$ cat config.mk
export PLATFORM = sky130hd
export DESIGN_NAME = dual_host_port_ctrl
export DESIGN_NICKNAME = d
export VERILOG_FILES = /design/src/host_port_pkg.sv /design/src/dual_host_port_ctrl.sv
export SDC_FILE = /design/constraint.sdc
export NUM_CORES = 1
export LEC_CHECK = 0
export ABC_AREA = 0
export BUFFER_PORTS_ARGS = -buffer_cell sky130_fd_sc_hd__buf_2
export CAP_MARGIN = 20
export CORE_MARGIN = 2
export CORE_UTILIZATION = 51
export DETAILED_ROUTE_END_ITERATION = 10
export GPL_ROUTABILITY_DRIVEN = 1
export PLACE_DENSITY = 0.8
export SYNTH_ARGS = -nofsm -noshare
export SYNTH_HDL_FRONTEND = slang
export SYNTH_SLANG_ARGS = --single-unit
$ cat constraint.sdc
create_clock -name core_clk -period 1.8 [get_ports core_clk]
set_input_delay 0 -clock core_clk [delete_from_list [all_inputs] [get_ports core_clk]]
set_output_delay 0 -clock core_clk [all_outputs]
set_load 0.01 [all_outputs]
$ cat src/host_port_pkg.sv
// shared constants and types of the dual serial host port block
package host_port_pkg;

  // ***********************************************
  // device addresses, full first byte including direction bit
  // ***********************************************
  localparam logic [7:0] CTRL_WR_ADDR_LO = 8'h40;
  localparam logic [7:0] CTRL_WR_ADDR_HI = 8'h42;
  localparam logic [7:0] RB_RD_ADDR_LO = 8'h21;
  localparam logic [7:0] RB_RD_ADDR_HI = 8'h23;

  // ***********************************************
  // link timing, host side limits and counts
  // ***********************************************
  localparam int CORE_CLK_HZ = 40000000;
  localparam int SCL_MAX_HZ = 400000;
  localparam int SCL_MIN_PERIOD_CYC = CORE_CLK_HZ / SCL_MAX_HZ;
  localparam logic [3:0] BITS_PER_BYTE = 4'h8;

  // ***********************************************
  // pin sample vector layout and reset values
  // ***********************************************
  localparam int PIN_STRAP = 0;
  localparam int PIN_SCL0 = 1;
  localparam int NUM_PINS = 5;
  localparam logic [4:0] PIN_RST = 5'h1e;
  localparam logic [7:0] BYTE_RST = 8'h00;
  localparam logic [3:0] CNT_RST = 4'h0;

  // byte engine states, one-hot
  typedef enum logic [5:0] {
    ST_IDLE = 6'h01,
    ST_ADDR = 6'h02,
    ST_ACK = 6'h04,
    ST_RX = 6'h08,
    ST_TX = 6'h10,
    ST_TXACK = 6'h20
  } port_state_t;

endpackage
$ cat src/dual_host_port_ctrl.sv
// two serial host ports, address strap and status-change interrupt of the decoder
module dual_host_port_ctrl #(
  parameter int STATUS_W = 8
) (
  input wire logic core_clk,
  input wire logic rst,
  input wire logic address_strap_pin,
  input wire logic ctrl_port_clock,
  input wire logic ctrl_port_data_i,
  output logic ctrl_port_data_o,
  output logic ctrl_port_data_oe_n,
  input wire logic blanking_readback_clock,
  input wire logic blanking_readback_data_i,
  output logic blanking_readback_data_o,
  output logic blanking_readback_data_oe_n,
  output logic ctrl_wr_valid,
  output logic [7:0] ctrl_wr_subaddr,
  output logic [7:0] ctrl_wr_data,
  input wire logic [7:0] readback_byte,
  output logic readback_byte_taken,
  input wire logic [STATUS_W-1:0] std_def_processor_status,
  input wire logic [STATUS_W-1:0] component_processor_status,
  input wire logic [2*STATUS_W-1:0] irq_event_mask,
  input wire logic irq_active_high,
  input wire logic irq_clear,
  output logic irq_pin
);

  // expected first byte of a port for the given strap level
  function automatic logic [7:0] dev_addr(input logic rb_port, input logic strap);
    if (rb_port) begin
      dev_addr = strap ? host_port_pkg::RB_RD_ADDR_HI : host_port_pkg::RB_RD_ADDR_LO;
    end else begin
      dev_addr = strap ? host_port_pkg::CTRL_WR_ADDR_HI : host_port_pkg::CTRL_WR_ADDR_LO;
    end
  endfunction

  // ***********************************************
  // pin synchronisers
  // ***********************************************
  logic [4:0] pin_raw;
  logic [4:0] pin_s1_r;
  logic [4:0] pin_s2_r;
  logic [4:0] pin_s3_r;
  logic [4:0] pin_f_r;
  logic [4:0] pin_prev_r;

  assign pin_raw = {blanking_readback_data_i, blanking_readback_clock, ctrl_port_data_i,
                    ctrl_port_clock, address_strap_pin};

  // three stages; a level counts only once stages two and three agree, filtering glitches
  always_ff @(posedge core_clk) begin
    if (rst) begin
      pin_s1_r <= host_port_pkg::PIN_RST;
      pin_s2_r <= host_port_pkg::PIN_RST;
      pin_s3_r <= host_port_pkg::PIN_RST;
      pin_f_r <= host_port_pkg::PIN_RST;
      pin_prev_r <= host_port_pkg::PIN_RST;
    end else begin
      pin_s1_r <= pin_raw;
      pin_s2_r <= pin_s1_r;
      pin_s3_r <= pin_s2_r;
      pin_f_r <= (pin_s3_r & ~(pin_s2_r ^ pin_s3_r)) | (pin_f_r & (pin_s2_r ^ pin_s3_r));
      pin_prev_r <= pin_f_r;
    end
  end

  logic strap;
  assign strap = pin_f_r[host_port_pkg::PIN_STRAP];

  // ***********************************************
  // byte engines, port 0 control writes, port 1 readback
  // ***********************************************
  host_port_pkg::port_state_t st_r [2];
  logic [3:0] cnt_r [2];
  logic [7:0] sh_r [2];
  logic drv_r [2];
  logic [1:0] scl_rise;
  logic [1:0] scl_fall;
  logic [1:0] start_ev;
  logic [1:0] stop_ev;
  logic [1:0] sda_v;
  logic byte_idx_r;
  logic [7:0] subaddr_r;

  for (genvar p = 0; p < 2; p++) begin : g_port
    localparam int SCL = host_port_pkg::PIN_SCL0 + 2 * p;
    localparam int SDA = SCL + 1;
    logic scl_hi;
    assign scl_hi = pin_f_r[SCL] & pin_prev_r[SCL];
    assign sda_v[p] = pin_f_r[SDA];
    assign scl_rise[p] = pin_f_r[SCL] & ~pin_prev_r[SCL];
    assign scl_fall[p] = ~pin_f_r[SCL] & pin_prev_r[SCL];
    // data moving while the clock stays high frames a transfer
    assign start_ev[p] = scl_hi & pin_prev_r[SDA] & ~pin_f_r[SDA];
    assign stop_ev[p] = scl_hi & ~pin_prev_r[SDA] & pin_f_r[SDA];

    // each port runs its own engine, so traffic on one never disturbs the other
    always_ff @(posedge core_clk) begin
      if (rst) begin
        st_r[p] <= host_port_pkg::ST_IDLE;
        cnt_r[p] <= host_port_pkg::CNT_RST;
        sh_r[p] <= host_port_pkg::BYTE_RST;
        drv_r[p] <= 1'b0;
      end else if (start_ev[p]) begin
        st_r[p] <= host_port_pkg::ST_ADDR;
        cnt_r[p] <= host_port_pkg::CNT_RST;
        drv_r[p] <= 1'b0;
      end else if (stop_ev[p]) begin
        st_r[p] <= host_port_pkg::ST_IDLE;
        drv_r[p] <= 1'b0;
      end else if (scl_rise[p]) begin
        unique case (st_r[p])
          host_port_pkg::ST_ADDR, host_port_pkg::ST_RX: begin
            sh_r[p] <= {sh_r[p][6:0], sda_v[p]};
            cnt_r[p] <= cnt_r[p] + 4'h1;
          end
          host_port_pkg::ST_TX: begin
            cnt_r[p] <= cnt_r[p] + 4'h1;
          end
          host_port_pkg::ST_TXACK: begin
            // host ack asks for another byte, nack ends the read
            st_r[p] <= sda_v[p] ? host_port_pkg::ST_IDLE : host_port_pkg::ST_ACK;
          end
          default: begin
          end
        endcase
      end else if (scl_fall[p]) begin
        unique case (st_r[p])
          host_port_pkg::ST_ADDR: begin
            if (cnt_r[p] == host_port_pkg::BITS_PER_BYTE) begin
              // foreign addresses are left unacknowledged
              if (sh_r[p] == dev_addr(p[0], strap)) begin
                st_r[p] <= host_port_pkg::ST_ACK;
                drv_r[p] <= 1'b1;
              end else begin
                st_r[p] <= host_port_pkg::ST_IDLE;
              end
            end
          end
          host_port_pkg::ST_RX: begin
            if (cnt_r[p] == host_port_pkg::BITS_PER_BYTE) begin
              st_r[p] <= host_port_pkg::ST_ACK;
              drv_r[p] <= 1'b1;
            end
          end
          host_port_pkg::ST_ACK: begin
            cnt_r[p] <= host_port_pkg::CNT_RST;
            if (p == 1) begin
              st_r[p] <= host_port_pkg::ST_TX;
              sh_r[p] <= readback_byte;
              drv_r[p] <= ~readback_byte[7];
            end else begin
              st_r[p] <= host_port_pkg::ST_RX;
              drv_r[p] <= 1'b0;
            end
          end
          host_port_pkg::ST_TX: begin
            if (cnt_r[p] == host_port_pkg::BITS_PER_BYTE) begin
              st_r[p] <= host_port_pkg::ST_TXACK;
              drv_r[p] <= 1'b0;
            end else begin
              sh_r[p] <= {sh_r[p][6:0], 1'b0};
              drv_r[p] <= ~sh_r[p][6];
            end
          end
          default: begin
          end
        endcase
      end
    end
  end

  // open drain: only lows are driven, a one releases the line
  assign ctrl_port_data_o = 1'b0;
  assign ctrl_port_data_oe_n = ~drv_r[0];
  assign blanking_readback_data_o = 1'b0;
  assign blanking_readback_data_oe_n = ~drv_r[1];

  // ***********************************************
  // control write assembly
  // ***********************************************
  logic rx_done;
  assign rx_done = scl_fall[0] && !start_ev[0] && !stop_ev[0]
                   && st_r[0] == host_port_pkg::ST_RX
                   && cnt_r[0] == host_port_pkg::BITS_PER_BYTE;

  // first byte is the subaddress, each later byte a data write; the subaddress
  // steps on so a burst fills consecutive registers
  always_ff @(posedge core_clk) begin
    if (rst) begin
      byte_idx_r <= 1'b0;
      subaddr_r <= host_port_pkg::BYTE_RST;
      ctrl_wr_valid <= 1'b0;
      ctrl_wr_subaddr <= host_port_pkg::BYTE_RST;
      ctrl_wr_data <= host_port_pkg::BYTE_RST;
    end else begin
      ctrl_wr_valid <= 1'b0;
      if (start_ev[0]) begin
        byte_idx_r <= 1'b0;
      end else if (rx_done) begin
        byte_idx_r <= 1'b1;
        if (!byte_idx_r) begin
          subaddr_r <= sh_r[0];
        end else begin
          ctrl_wr_valid <= 1'b1;
          ctrl_wr_subaddr <= subaddr_r;
          ctrl_wr_data <= sh_r[0];
          subaddr_r <= subaddr_r + 8'h01;
        end
      end
    end
  end

  // readback consumer advances once per byte loaded for sending
  always_ff @(posedge core_clk) begin
    if (rst) begin
      readback_byte_taken <= 1'b0;
    end else begin
      readback_byte_taken <= scl_fall[1] && !start_ev[1] && !stop_ev[1]
                             && st_r[1] == host_port_pkg::ST_ACK;
    end
  end

  // ***********************************************
  // status-change interrupt
  // ***********************************************
  logic [2*STATUS_W-1:0] status_vec;
  logic [2*STATUS_W-1:0] status_prev_r;
  logic [2*STATUS_W-1:0] status_evt;
  logic irq_pending_r;
  logic irq_pending_nxt;

  assign status_vec = {component_processor_status, std_def_processor_status};
  assign status_evt = (status_vec ^ status_prev_r) & irq_event_mask;
  // a new event wins over a clear in the same cycle
  assign irq_pending_nxt = (|status_evt) | (irq_pending_r & ~irq_clear);

  // pin level is registered so the selected polarity never glitches
  always_ff @(posedge core_clk) begin
    if (rst) begin
      status_prev_r <= '0;
      irq_pending_r <= 1'b0;
      irq_pin <= ~irq_active_high;
    end else begin
      status_prev_r <= status_vec;
      irq_pending_r <= irq_pending_nxt;
      irq_pin <= irq_active_high ? irq_pending_nxt : ~irq_pending_nxt;
    end
  end
endmodule // dual_host_port_ctrl

==> results of run 1 <==
==> repair_timing <==
item	CTS	global route
resized for setup	2	21
hold endpoints to repair	33	0
setup buffers	3	10
hold buffers	32	0
cloned	0	1
pin swaps	2	12
setup endpoints to repair	20	63
==> placed cells by master (no fill, tap or decap), drive strengths merged, types with 2 or more instances in the layout <==
cell type and instances:
a21oi 19, a22oi 10, a2bb2oi 2, a31oi 2, and2 11, and3 4, buf 113, clkbuf 14
clkinv 4, conb 2, dfxtp 69, dlygate4sd3 32, edfxtp 35, ha 5, inv 13, mux2i 18
nand2 37, nand2b 2, nand3 12, nand3b 5, nand4 4, nor2 42, nor2b 25, nor3 14
nor3b 3, nor4 3, nor4b 3, o211ai 2, o21ai 22, or2 16, or4 2, xnor2 6
xor2 20
==> final timing paths <==
| check | startpoint | end | slack, ns | cells past startpoint |
|---|---|---|---|---|
| min | irq_event_mask[14] | irq_pending_r$_SDFF_PP0_ | 0.05 | 5 |
| max | sh_r[1][2]$_SDFFCE_PN0P_ | st_r[1][0]$_SDFFCE_PP1P_ | -0.06 | 5 |
| max reg2reg | sh_r[1][2]$_SDFFCE_PN0P_ | st_r[1][0]$_SDFFCE_PP1P_ | -0.06 | 5 |
| min reg2reg | pin_s1_r[1]$_SDFF_PP1_ | pin_s2_r[1]$_SDFF_PP1_ | 0.42 | 1 |
==> critical path, stage by stage (launching register included) <==
cell      delay (ns)
edfxtp_1        0.42
nor4b_2         0.34
nand4_1         0.13
or4_4           0.46
o211ai_1        0.11
a22oi_1         0.11
==> through the flow <==
| step | area [µm²] | TNS [ns] | total power [mW] |
|---|---|---|---|
| 2_1_floorplan | 4460 | 0 | 2.70 |
| 3_3_place_gp | 5070 | -0.212 | 2.81 |
| 3_5_place_dp | 5070 | -0.546 | 2.83 |
| 4_1_cts | 5640 | -0.172 | 4.30 |
| 5_1_grt | 5790 | -4.19 | 4.44 |
| 6_report | 5790 | -0.434 | 4.29 |
==> cell type report <==
cell class,count,area [µm²],share of cell area [%]
Inverter,14,52.6,0.907
Multi-Input combinational cell,301,1910,33.0
Sequential cell,104,2430,42.0
Tap cell,108,135,2.33
Clock inverter,3,20.0,0.346
Timing Repair Buffer,146,1060,18.3
Clock buffer,13,181,3.13
==> sequential cells by signal, indices dropped and copies added, names as in the netlist, named ones only <==
register,cells
sh_r,16
status_prev_r,16
st_r,9
cnt_r,8
ctrl_wr_data,8
ctrl_wr_subaddr,8
subaddr_r,8
pin_s1_r,5
pin_s2_r,5
pin_s3_r,5
pin_prev_r,4
drv_r,2
byte_idx_r,1
ctrl_wr_valid,1
irq_pending_r,1
irq_pin,1
readback_byte_taken,1
==> logic make-up after synthesis <==
logic type | Yosys count
other | 1
buffers and inverters | 34
adders and majority gates | 5
xor gates and xnor gates | 26
DFF | 104
and+or+nand+nor | 186
muxes | 18
AOI/OAI and AO/OA | 64
==> routing by layer <==
| metal | vias up | GRT usage, % |
|---|---|---|
| li1 | 1779 | - |
| met1 | 1677 | 23.6 |
| met2 | 102 | 35.2 |
| met3 | 20 | 4.46 |
| met4 | 0 | 6.94 |
| met5 | - | 0 |
==> where the power goes <==
group / switching (mW) / internal (mW) / total, mW
logic: 0.142 / 0.177 / 0.319
clock network: 0.779 / 0.674 / 1.45
registers: 0.0374 / 2.48 / 2.52
==> flow_summary.toml, run 1 <==
[place]
dpl_worst_slack_ns = -0.188
dp.cells = 627
dpl.hpwl_um = 6130
portBuffers = 69
gp_congestion = 0.833

[yosys]
synth-simple-area-share_pct = 22.4
netlist_instances = 438
synth-main-ff-cell = "dfxtp_1"
synth_area_leaders = "dfxtp_1 (31%), edfxtp_1 (24%), mux2i_1 (4.0%)"
async_flop_share_pct = 0
yosys_warnings = 0
yosysSeqAreaShare_pct = 54.6
ys_top_cells_by_count = "dfxtp_1 (69), nor2_1 (42), nand2_1 (36), edfxtp_1 (35), nor2b_1 (25)"
synth_top_family_by_area = "simple AND/OR/NAND/NOR gates"
synth_compound_area_share_pct = 8.59
synth_xor_area_share_pct = 5.11
syn-mean-instance-area_um2 = 10.2
synth_mux_area_share_pct = 4.04
synth_edf_count = 35
syn-cell-area_mm2 = 0.00446
ys_ff_latch = 104
synth_cell_type_count = 49
yosysTopAreaCell = "dfxtp_1"
synth_most_common_cell = "dfxtp_1"
yosys.area.top_type_share_pct = 31.0
synthAdderAreaFrac_pct = 1.40

[routing]
postRouteAntennaNets = 0
dr.max_layer_used = "met4"
avgViaCountPerCell = 5.19
drc = 0
first_iter_violations = 148
met3WireLength_um = 434
num_vias = 3578
routed_wl_um = 9740
routed-wl-met2_um = 5080
wire_per_inst_um = 14.1
wl_met1_um = 4080
first_pass_iters = 4

[clock_network]
clockBufferDepth = 2
clock_latency_ns = 0.37
h-tree-depth = 3
cts.sinks = 104
cts_root_buf = "clkbuf_8"
clk_pin_slew_ns = 0.10
cts_inserted_buffers = 9
cts_tree = "built"

[finish]
fill_cells = 645
final_util_pct = 67.4
antenna_cells = 0
drive_above_1_share_pct = 27.5
area_delta_synth_final_pct = 30.0
nets = 630
fin_cells = 689

[pwr]
power_density_mw_per_mm2 = 741
vdd_drop_max_mv = 0.470
leakagePower_nw = 2.40

[global_routing]
grt_use_total_pct = 19.8
grt_pass1_vias = 3496
grt_pass1_wl_um = 15500
gr-total-overflow = 0
antenna_found_initial = 0
grt_max_degree = 39

[outcome]
failed_checks = "negative setup slack"
status = "finished with violations"

[sta]
fmax_mhz = 539
min_period_ns = 1.86
maxSlewViolCount = 0
worstMarginPinSlew_ns = 0.491
rsz0062_at_grt = "yes"
setup_ws_ns = -0.0560
final-hold-violation-count = 0
finalSetupViolCount = 17
finalClockSkew_ns = 0.0146
holdWs_ns = 0.0532
max_slew_margin_pct = 67.0
fin_crit_sh_pct = 103

[setup_path]
end_kind = "register"
cp_data_arrival_time_ns = 1.95
path_class = "reg -> reg"
cp.required_ns = 1.90
start_kind = "register"
worst-path-max-fanout = 4

[floorplanning]
io-pin-count = 72
core-area_mm2 = 0.00859
num_rows = 34
dieHeight_um = 97.5
initial_core_util_pct = 51.9
fp.dieArea_mm2 = 0.00950
fp.dieW_um = 97.5

[job]
drv_cap = 0

[min_path]
hold_path.class = "in -> reg"
Power figures use the tool's default switching activity.
==> inputs of run 2 (changes only) <==
Settings changed: CELL_PAD_IN_SITES_DETAIL_PLACEMENT set to 1, CELL_PAD_IN_SITES_GLOBAL_PLACEMENT set to 1, CORE_UTILIZATION 51 to 39, PLACE_DENSITY 0.8 to 0.79.
==> run 2 against run 1 <==
Against the previous run: the flow finishes with violations (negative hold slack, negative setup slack); critical path depth unchanged; die area increased by 29%; wire length increased by 24%; global-route usage increased by 0.12 points; critical endpoint unchanged.
==> flow_summary.toml, run 2 (synthesis gave the netlist of run 1 again) <==
[clock_network]
clockBufferDepth = 2
clk_pin_slew_ns = 0.07
cts_inserted_buffers = 9
h-tree-depth = 3
cts.sinks = 104
cts_root_buf = "clkbuf_16"
clock_latency_ns = 0.35
cts_tree = "built"

[setup_path]
r2r-end = "st_r[1][0]$_SDFFCE_PP1P_"
reg2reg_slack_ns = -0.05
worst-path-max-fanout = 4
cp_data_arrival_time_ns = 1.94
r2r_cells = 5
path_class = "reg -> reg"
crit-reg2reg-launch = "sh_r[1][3]$_SDFFCE_PN0P_"
cp.required_ns = 1.88
end_kind = "register"
start_kind = "register"

[floorplanning]
initial_core_util_pct = 39.5
fp.dieArea_mm2 = 0.0123
fp.dieW_um = 111
core-area_mm2 = 0.0113
dieHeight_um = 111
io-pin-count = 72
num_rows = 39

[finish]
area_delta_synth_final_pct = 33.7
drive_above_1_share_pct = 30.9
final_cell_mix = "dfxtp_1 (69), buf_2 (69), buf_4 (46)"
antenna_cells = 0
nets = 631
reg.largest.list = "sh_r: 16 flops, status_prev_r: 16 flops, st_r: 9 flops"

[place]
dpl_worst_slack_ns = -0.223
gp_congestion = 0.790
portBuffers = 69
dpl.hpwl_um = 7860

[pwr]
power_density_mw_per_mm2 = 781
leakagePower_nw = 2.45
vdd_drop_max_mv = 0.577

[sta]
final-hold-violation-count = 1
finalSetupViolCount = 8
maxSlewViolCount = 0
holdWs_ns = -0.00831
finalClockSkew_ns = 0.00716
rsz0062_at_grt = "yes"
fin_crit_sh_pct = 103
fmax_mhz = 540
min_period_ns = 1.85
setup_ws_ns = -0.0535

[routing]
drc = 0
routed_wl_um = 12100
num_vias = 3673
first_pass_iters = 6
wire_per_inst_um = 16.7
avgViaCountPerCell = 5.07
first_iter_violations = 131
postRouteAntennaNets = 0

[min_path]
hold_start = "readback_byte[2]"
hold_path_end = "sh_r[1][2]$_SDFFCE_PN0P_"
hold_path.class = "in -> reg"
whs_path_depth = 3

[outcome]
status = "finished with violations"
failed_checks = "negative hold slack, negative setup slack"

[global_routing]
grt_pass1_vias = 4067
antenna_found_initial = 0
gr-total-overflow = 0
grt_use_total_pct = 20.0
grt_max_degree = 40
grt_pass1_wl_um = 19700

[job]
drv_cap = 0
## run 2: changes by cell type in the layout (fill, tap and decap cells not counted), moves of 2 or more
cell           previous run  this run
clkbuf_1                  2         0
o21ai_2                   2         5
clkbuf_8                  9         0
dlygate4sd3_1            32        26
ha_2                      0         2
clkbuf_16                 3        10
o21ai_1                   6         4
clkinvlp_4                0         4
ha_1                      5         3
buf_4                    39        46
## run 2: layout make-up
cell class                 count  area [µm²]
tap                          143         179
clock inverter                 7        47.5
inverter                      14        56.3
clock buffer                   9         225
sequential                   104        2430
timing repair buffer         147        1050
fill                        1259        5310
multi-input combinational    301        1960
## run 2: critical path: stages, from the launching register on
cell	delay [ns]
edfxtp_1	0.46
nor4b_4	0.31
nand4_1	0.12
or4_4	0.48
o211ai_1	0.11
a22oi_1	0.11
## run 2: per-stage QoR
| stage | instances | util [%] | total power, mW | TNS (ns) | instance area [µm²] |
|---|---|---|---|---|---|
| global placement | 670 | 45.9 | 2.82 | -0.280 | 5180 |
| detailed placement | 670 | 45.9 | 2.84 | -3.35 | 5180 |
| global route | 725 | 52.9 | 4.85 | -3.83 | 5960 |
| CTS | 718 | 51.4 | 4.70 | -0.138 | 5800 |
| finish | 725 | 52.9 | 4.66 | -0.165 | 5960 |
| floorplan | 439 | - | 2.70 | 0 | 4460 |
## run 2: report_power, final
part           switching, mW  internal [mW]
clock                  0.865          0.935
combinational          0.154          0.177
sequential            0.0405           2.48
total                   1.06           3.60
## run 2: how the worst max path moves through the flow
stage                             start                               to  slack (ns)  cells after the start
2_1_floorplan  st_r[1][5]$_SDFFCE_PP0P_         st_r[1][0]$_SDFFCE_PP1P_      0.0009                      5
3_3_place_gp   sh_r[1][4]$_SDFFCE_PN0P_         st_r[1][0]$_SDFFCE_PP1P_       -0.16                      5
3_5_place_dp   sh_r[1][4]$_SDFFCE_PN0P_         st_r[1][0]$_SDFFCE_PP1P_       -0.22                      5
4_1_cts        st_r[0][1]$_SDFFCE_PP0P_  ctrl_wr_subaddr[5]$_SDFFE_PP0P_       -0.04                      6
5_1_grt        st_r[0][0]$_SDFFCE_PP0P_  ctrl_wr_subaddr[5]$_SDFFE_PP0P_       -0.17                      6
6_report       sh_r[1][3]$_SDFFCE_PN0P_         st_r[1][0]$_SDFFCE_PP1P_       -0.05                      5
## run 2: what timing repair did
action                     4_1_cts  5_1_grt
resized for setup               10       28
cloned                           0        1
hold buffers                    26        0
setup endpoints to repair       45       72
pin swaps                        6       12
setup buffers                    6        6
hold endpoints to repair        26        0
## run 2: layer usage
metal	vias to the layer above	global-route usage, %	part of all wire [%]
met4	0	9.67	2.4
met5	-	0	0
met3	27	4.05	3.5
li1	1789	-	-
met1	1764	21.5	40
met2	93	37.1	54
==> inputs of run 3 (changes only) <==
Settings changed: SKIP_LAST_GASP set to 1.
==> run 3 against run 2 <==
Against the previous run: the run still ends with negative hold slack, negative setup slack left; clock power about the same; sequential share of layout area up 0.15 points; combinational power about the same; core utilization down 0.19 points; non-clock buffer count unchanged; critical path depth unchanged; via count up 0.16%; worst hold slack worse by 0.0014 ns; clock skew about the same; global-route usage about the same; wire length up 1.9%; critical path type unchanged; critical endpoint unchanged.
==> flow_summary.toml, run 3 (synthesis gave the netlist of run 1 again) <==
[outcome]
status = "finished with violations"
failed_checks = "negative hold slack, negative setup slack"

[clock_network]
cts_tree = "built"
cts.sinks = 104
clockBufferDepth = 2
h-tree-depth = 3
cts_inserted_buffers = 9
cts_root_buf = "clkbuf_16"
clk_pin_slew_ns = 0.07
clock_latency_ns = 0.35

[global_routing]
grt_pass1_vias = 4070
grt_max_degree = 40
grt_use_total_pct = 20.0
antenna_found_initial = 0
grt_pass1_wl_um = 19700
gr-total-overflow = 0

[place]
dpl_worst_slack_ns = -0.223
gp_congestion = 0.790
portBuffers = 69
dpl.hpwl_um = 7860

[floorplanning]
core-area_mm2 = 0.0113
num_rows = 39
dieHeight_um = 111
initial_core_util_pct = 39.5
fp.dieArea_mm2 = 0.0123
io-pin-count = 72
fp.dieW_um = 111

[setup_path]
r2r-end = "st_r[1][0]$_SDFFCE_PP1P_"
startpoint = "sh_r[1][4]$_SDFFCE_PN0P_"
cp_data_arrival_time_ns = 1.95
slowest_stage = "or4_4"
worstPathCellList = "nor4b_4 > nand4_1 > or4_4 > o211ai_1 > a22oi_1"
crit-reg2reg-launch = "sh_r[1][4]$_SDFFCE_PN0P_"
worst-path-max-fanout = 4
path_class = "reg -> reg"
crit_family = "simple AND/OR/NAND/NOR gates"
reg2reg_slack_ns = -0.07
end_kind = "register"
cp-endpoint = "st_r[1][0]$_SDFFCE_PP1P_"
start_kind = "register"
max_stage_delay_ns = 0.47
cp.depth = 5
crit_buf_inv = 0
cp.required_ns = 1.88
r2r_cells = 5

[routing]
num_vias = 3679
wl_met1_um = 4820
drc = 0
postRouteAntennaNets = 0
avgViaCountPerCell = 5.07
wire_per_inst_um = 17.0
first_iter_violations = 124
routed_wl_um = 12300
dr.max_layer_used = "met4"
routed-wl-met2_um = 6760
met3WireLength_um = 435
first_pass_iters = 7

[finish]
reg.largest.list = "sh_r: 16 flops, status_prev_r: 16 flops, st_r: 9 flops"
antenna_cells = 0
nets = 631
final_cell_mix = "dfxtp_1 (69), buf_2 (69), buf_4 (47)"
area_delta_synth_final_pct = 33.2
drive_above_1_share_pct = 30.1

[pwr]
power_density_mw_per_mm2 = 784
vdd_drop_max_mv = 0.578
total_power_mw = 4.66
leakagePower_nw = 2.44

[sta]
fin_crit_sh_pct = 104
min_period_ns = 1.87
setup_ws_ns = -0.0699
finalClockSkew_ns = 0.00700
maxSlewViolCount = 0
holdWs_ns = -0.00968
final-hold-violation-count = 1
fmax_mhz = 535
finalSetupViolCount = 8
rsz0062_at_grt = "yes"

[min_path]
hold_path.class = "in -> reg"

[job]
drv_cap = 0
==> run 3: worst min-delay path by stage <==
stage / startpoint / endpoint / slack [ns] / cells past startpoint
after global routing: readback_byte[2] / sh_r[1][2]$_SDFFCE_PN0P_ / 0.02 / 3
after floorplan: irq_active_high / irq_pin$_DFF_P_ / 0.1 / 1
after CTS: irq_event_mask[12] / irq_pending_r$_SDFF_PP0_ / 0.003 / 5
final: readback_byte[2] / sh_r[1][2]$_SDFFCE_PN0P_ / -0.01 / 3
after global placement: blanking_readback_data_i / pin_s1_r[4]$_SDFF_PP1_ / 0.18 / 2
after detailed placement: blanking_readback_clock / pin_s1_r[3]$_SDFF_PP1_ / 0.19 / 2
==> run 3: repair_timing <==
item,4_1_cts,5_1_grt
setup endpoints to repair,45,72
setup buffers,6,6
resized for setup,9,22
gates cloned,0,1
pin swaps,5,11
hold buffers,26,0
hold endpoints to repair,26,0
==> run 3: routing by layer <==
metal	up-vias	global-route usage, %
li1	1784	-
met1	1769	21.5
met2	99	37.1
met3	27	4.05
met4	0	9.67
met5	-	0
==> run 3: cell type report <==
class,instances,area [µm²]
fill,1263,5340
sequential,104,2430
multi-input combinational,301,1950
timing repair buffer,147,1050
clock buffer,9,225
tap,143,179
inverter,14,56.3
clock inverter,7,47.5
==> run 3: tightest hold or removal path, stage by stage <==
cell and delay, ns:
buf_2 0.07, nand2_1 0.04, a21oi_1 0.11
==> run 3: power by group <==
part	switching, mW	internal (mW)
logic	0.154	0.177
registers	0.0410	2.48
clock network	0.866	0.935
==> run 3: per-stage QoR <==
step	instance area [µm²]	setup TNS [ns]	utilization, %	std cells	hold slack [ns]
final	5940	-0.192	52.7	725	-0.00968
after global routing	5940	-4.11	52.7	725	0.0176
after CTS	5800	-0.149	51.4	718	0.00252
after detailed placement	5180	-3.35	45.9	670	0.191
after global placement	5180	-0.280	45.9	670	0.185
after floorplan	4460	0	-	439	0.0967
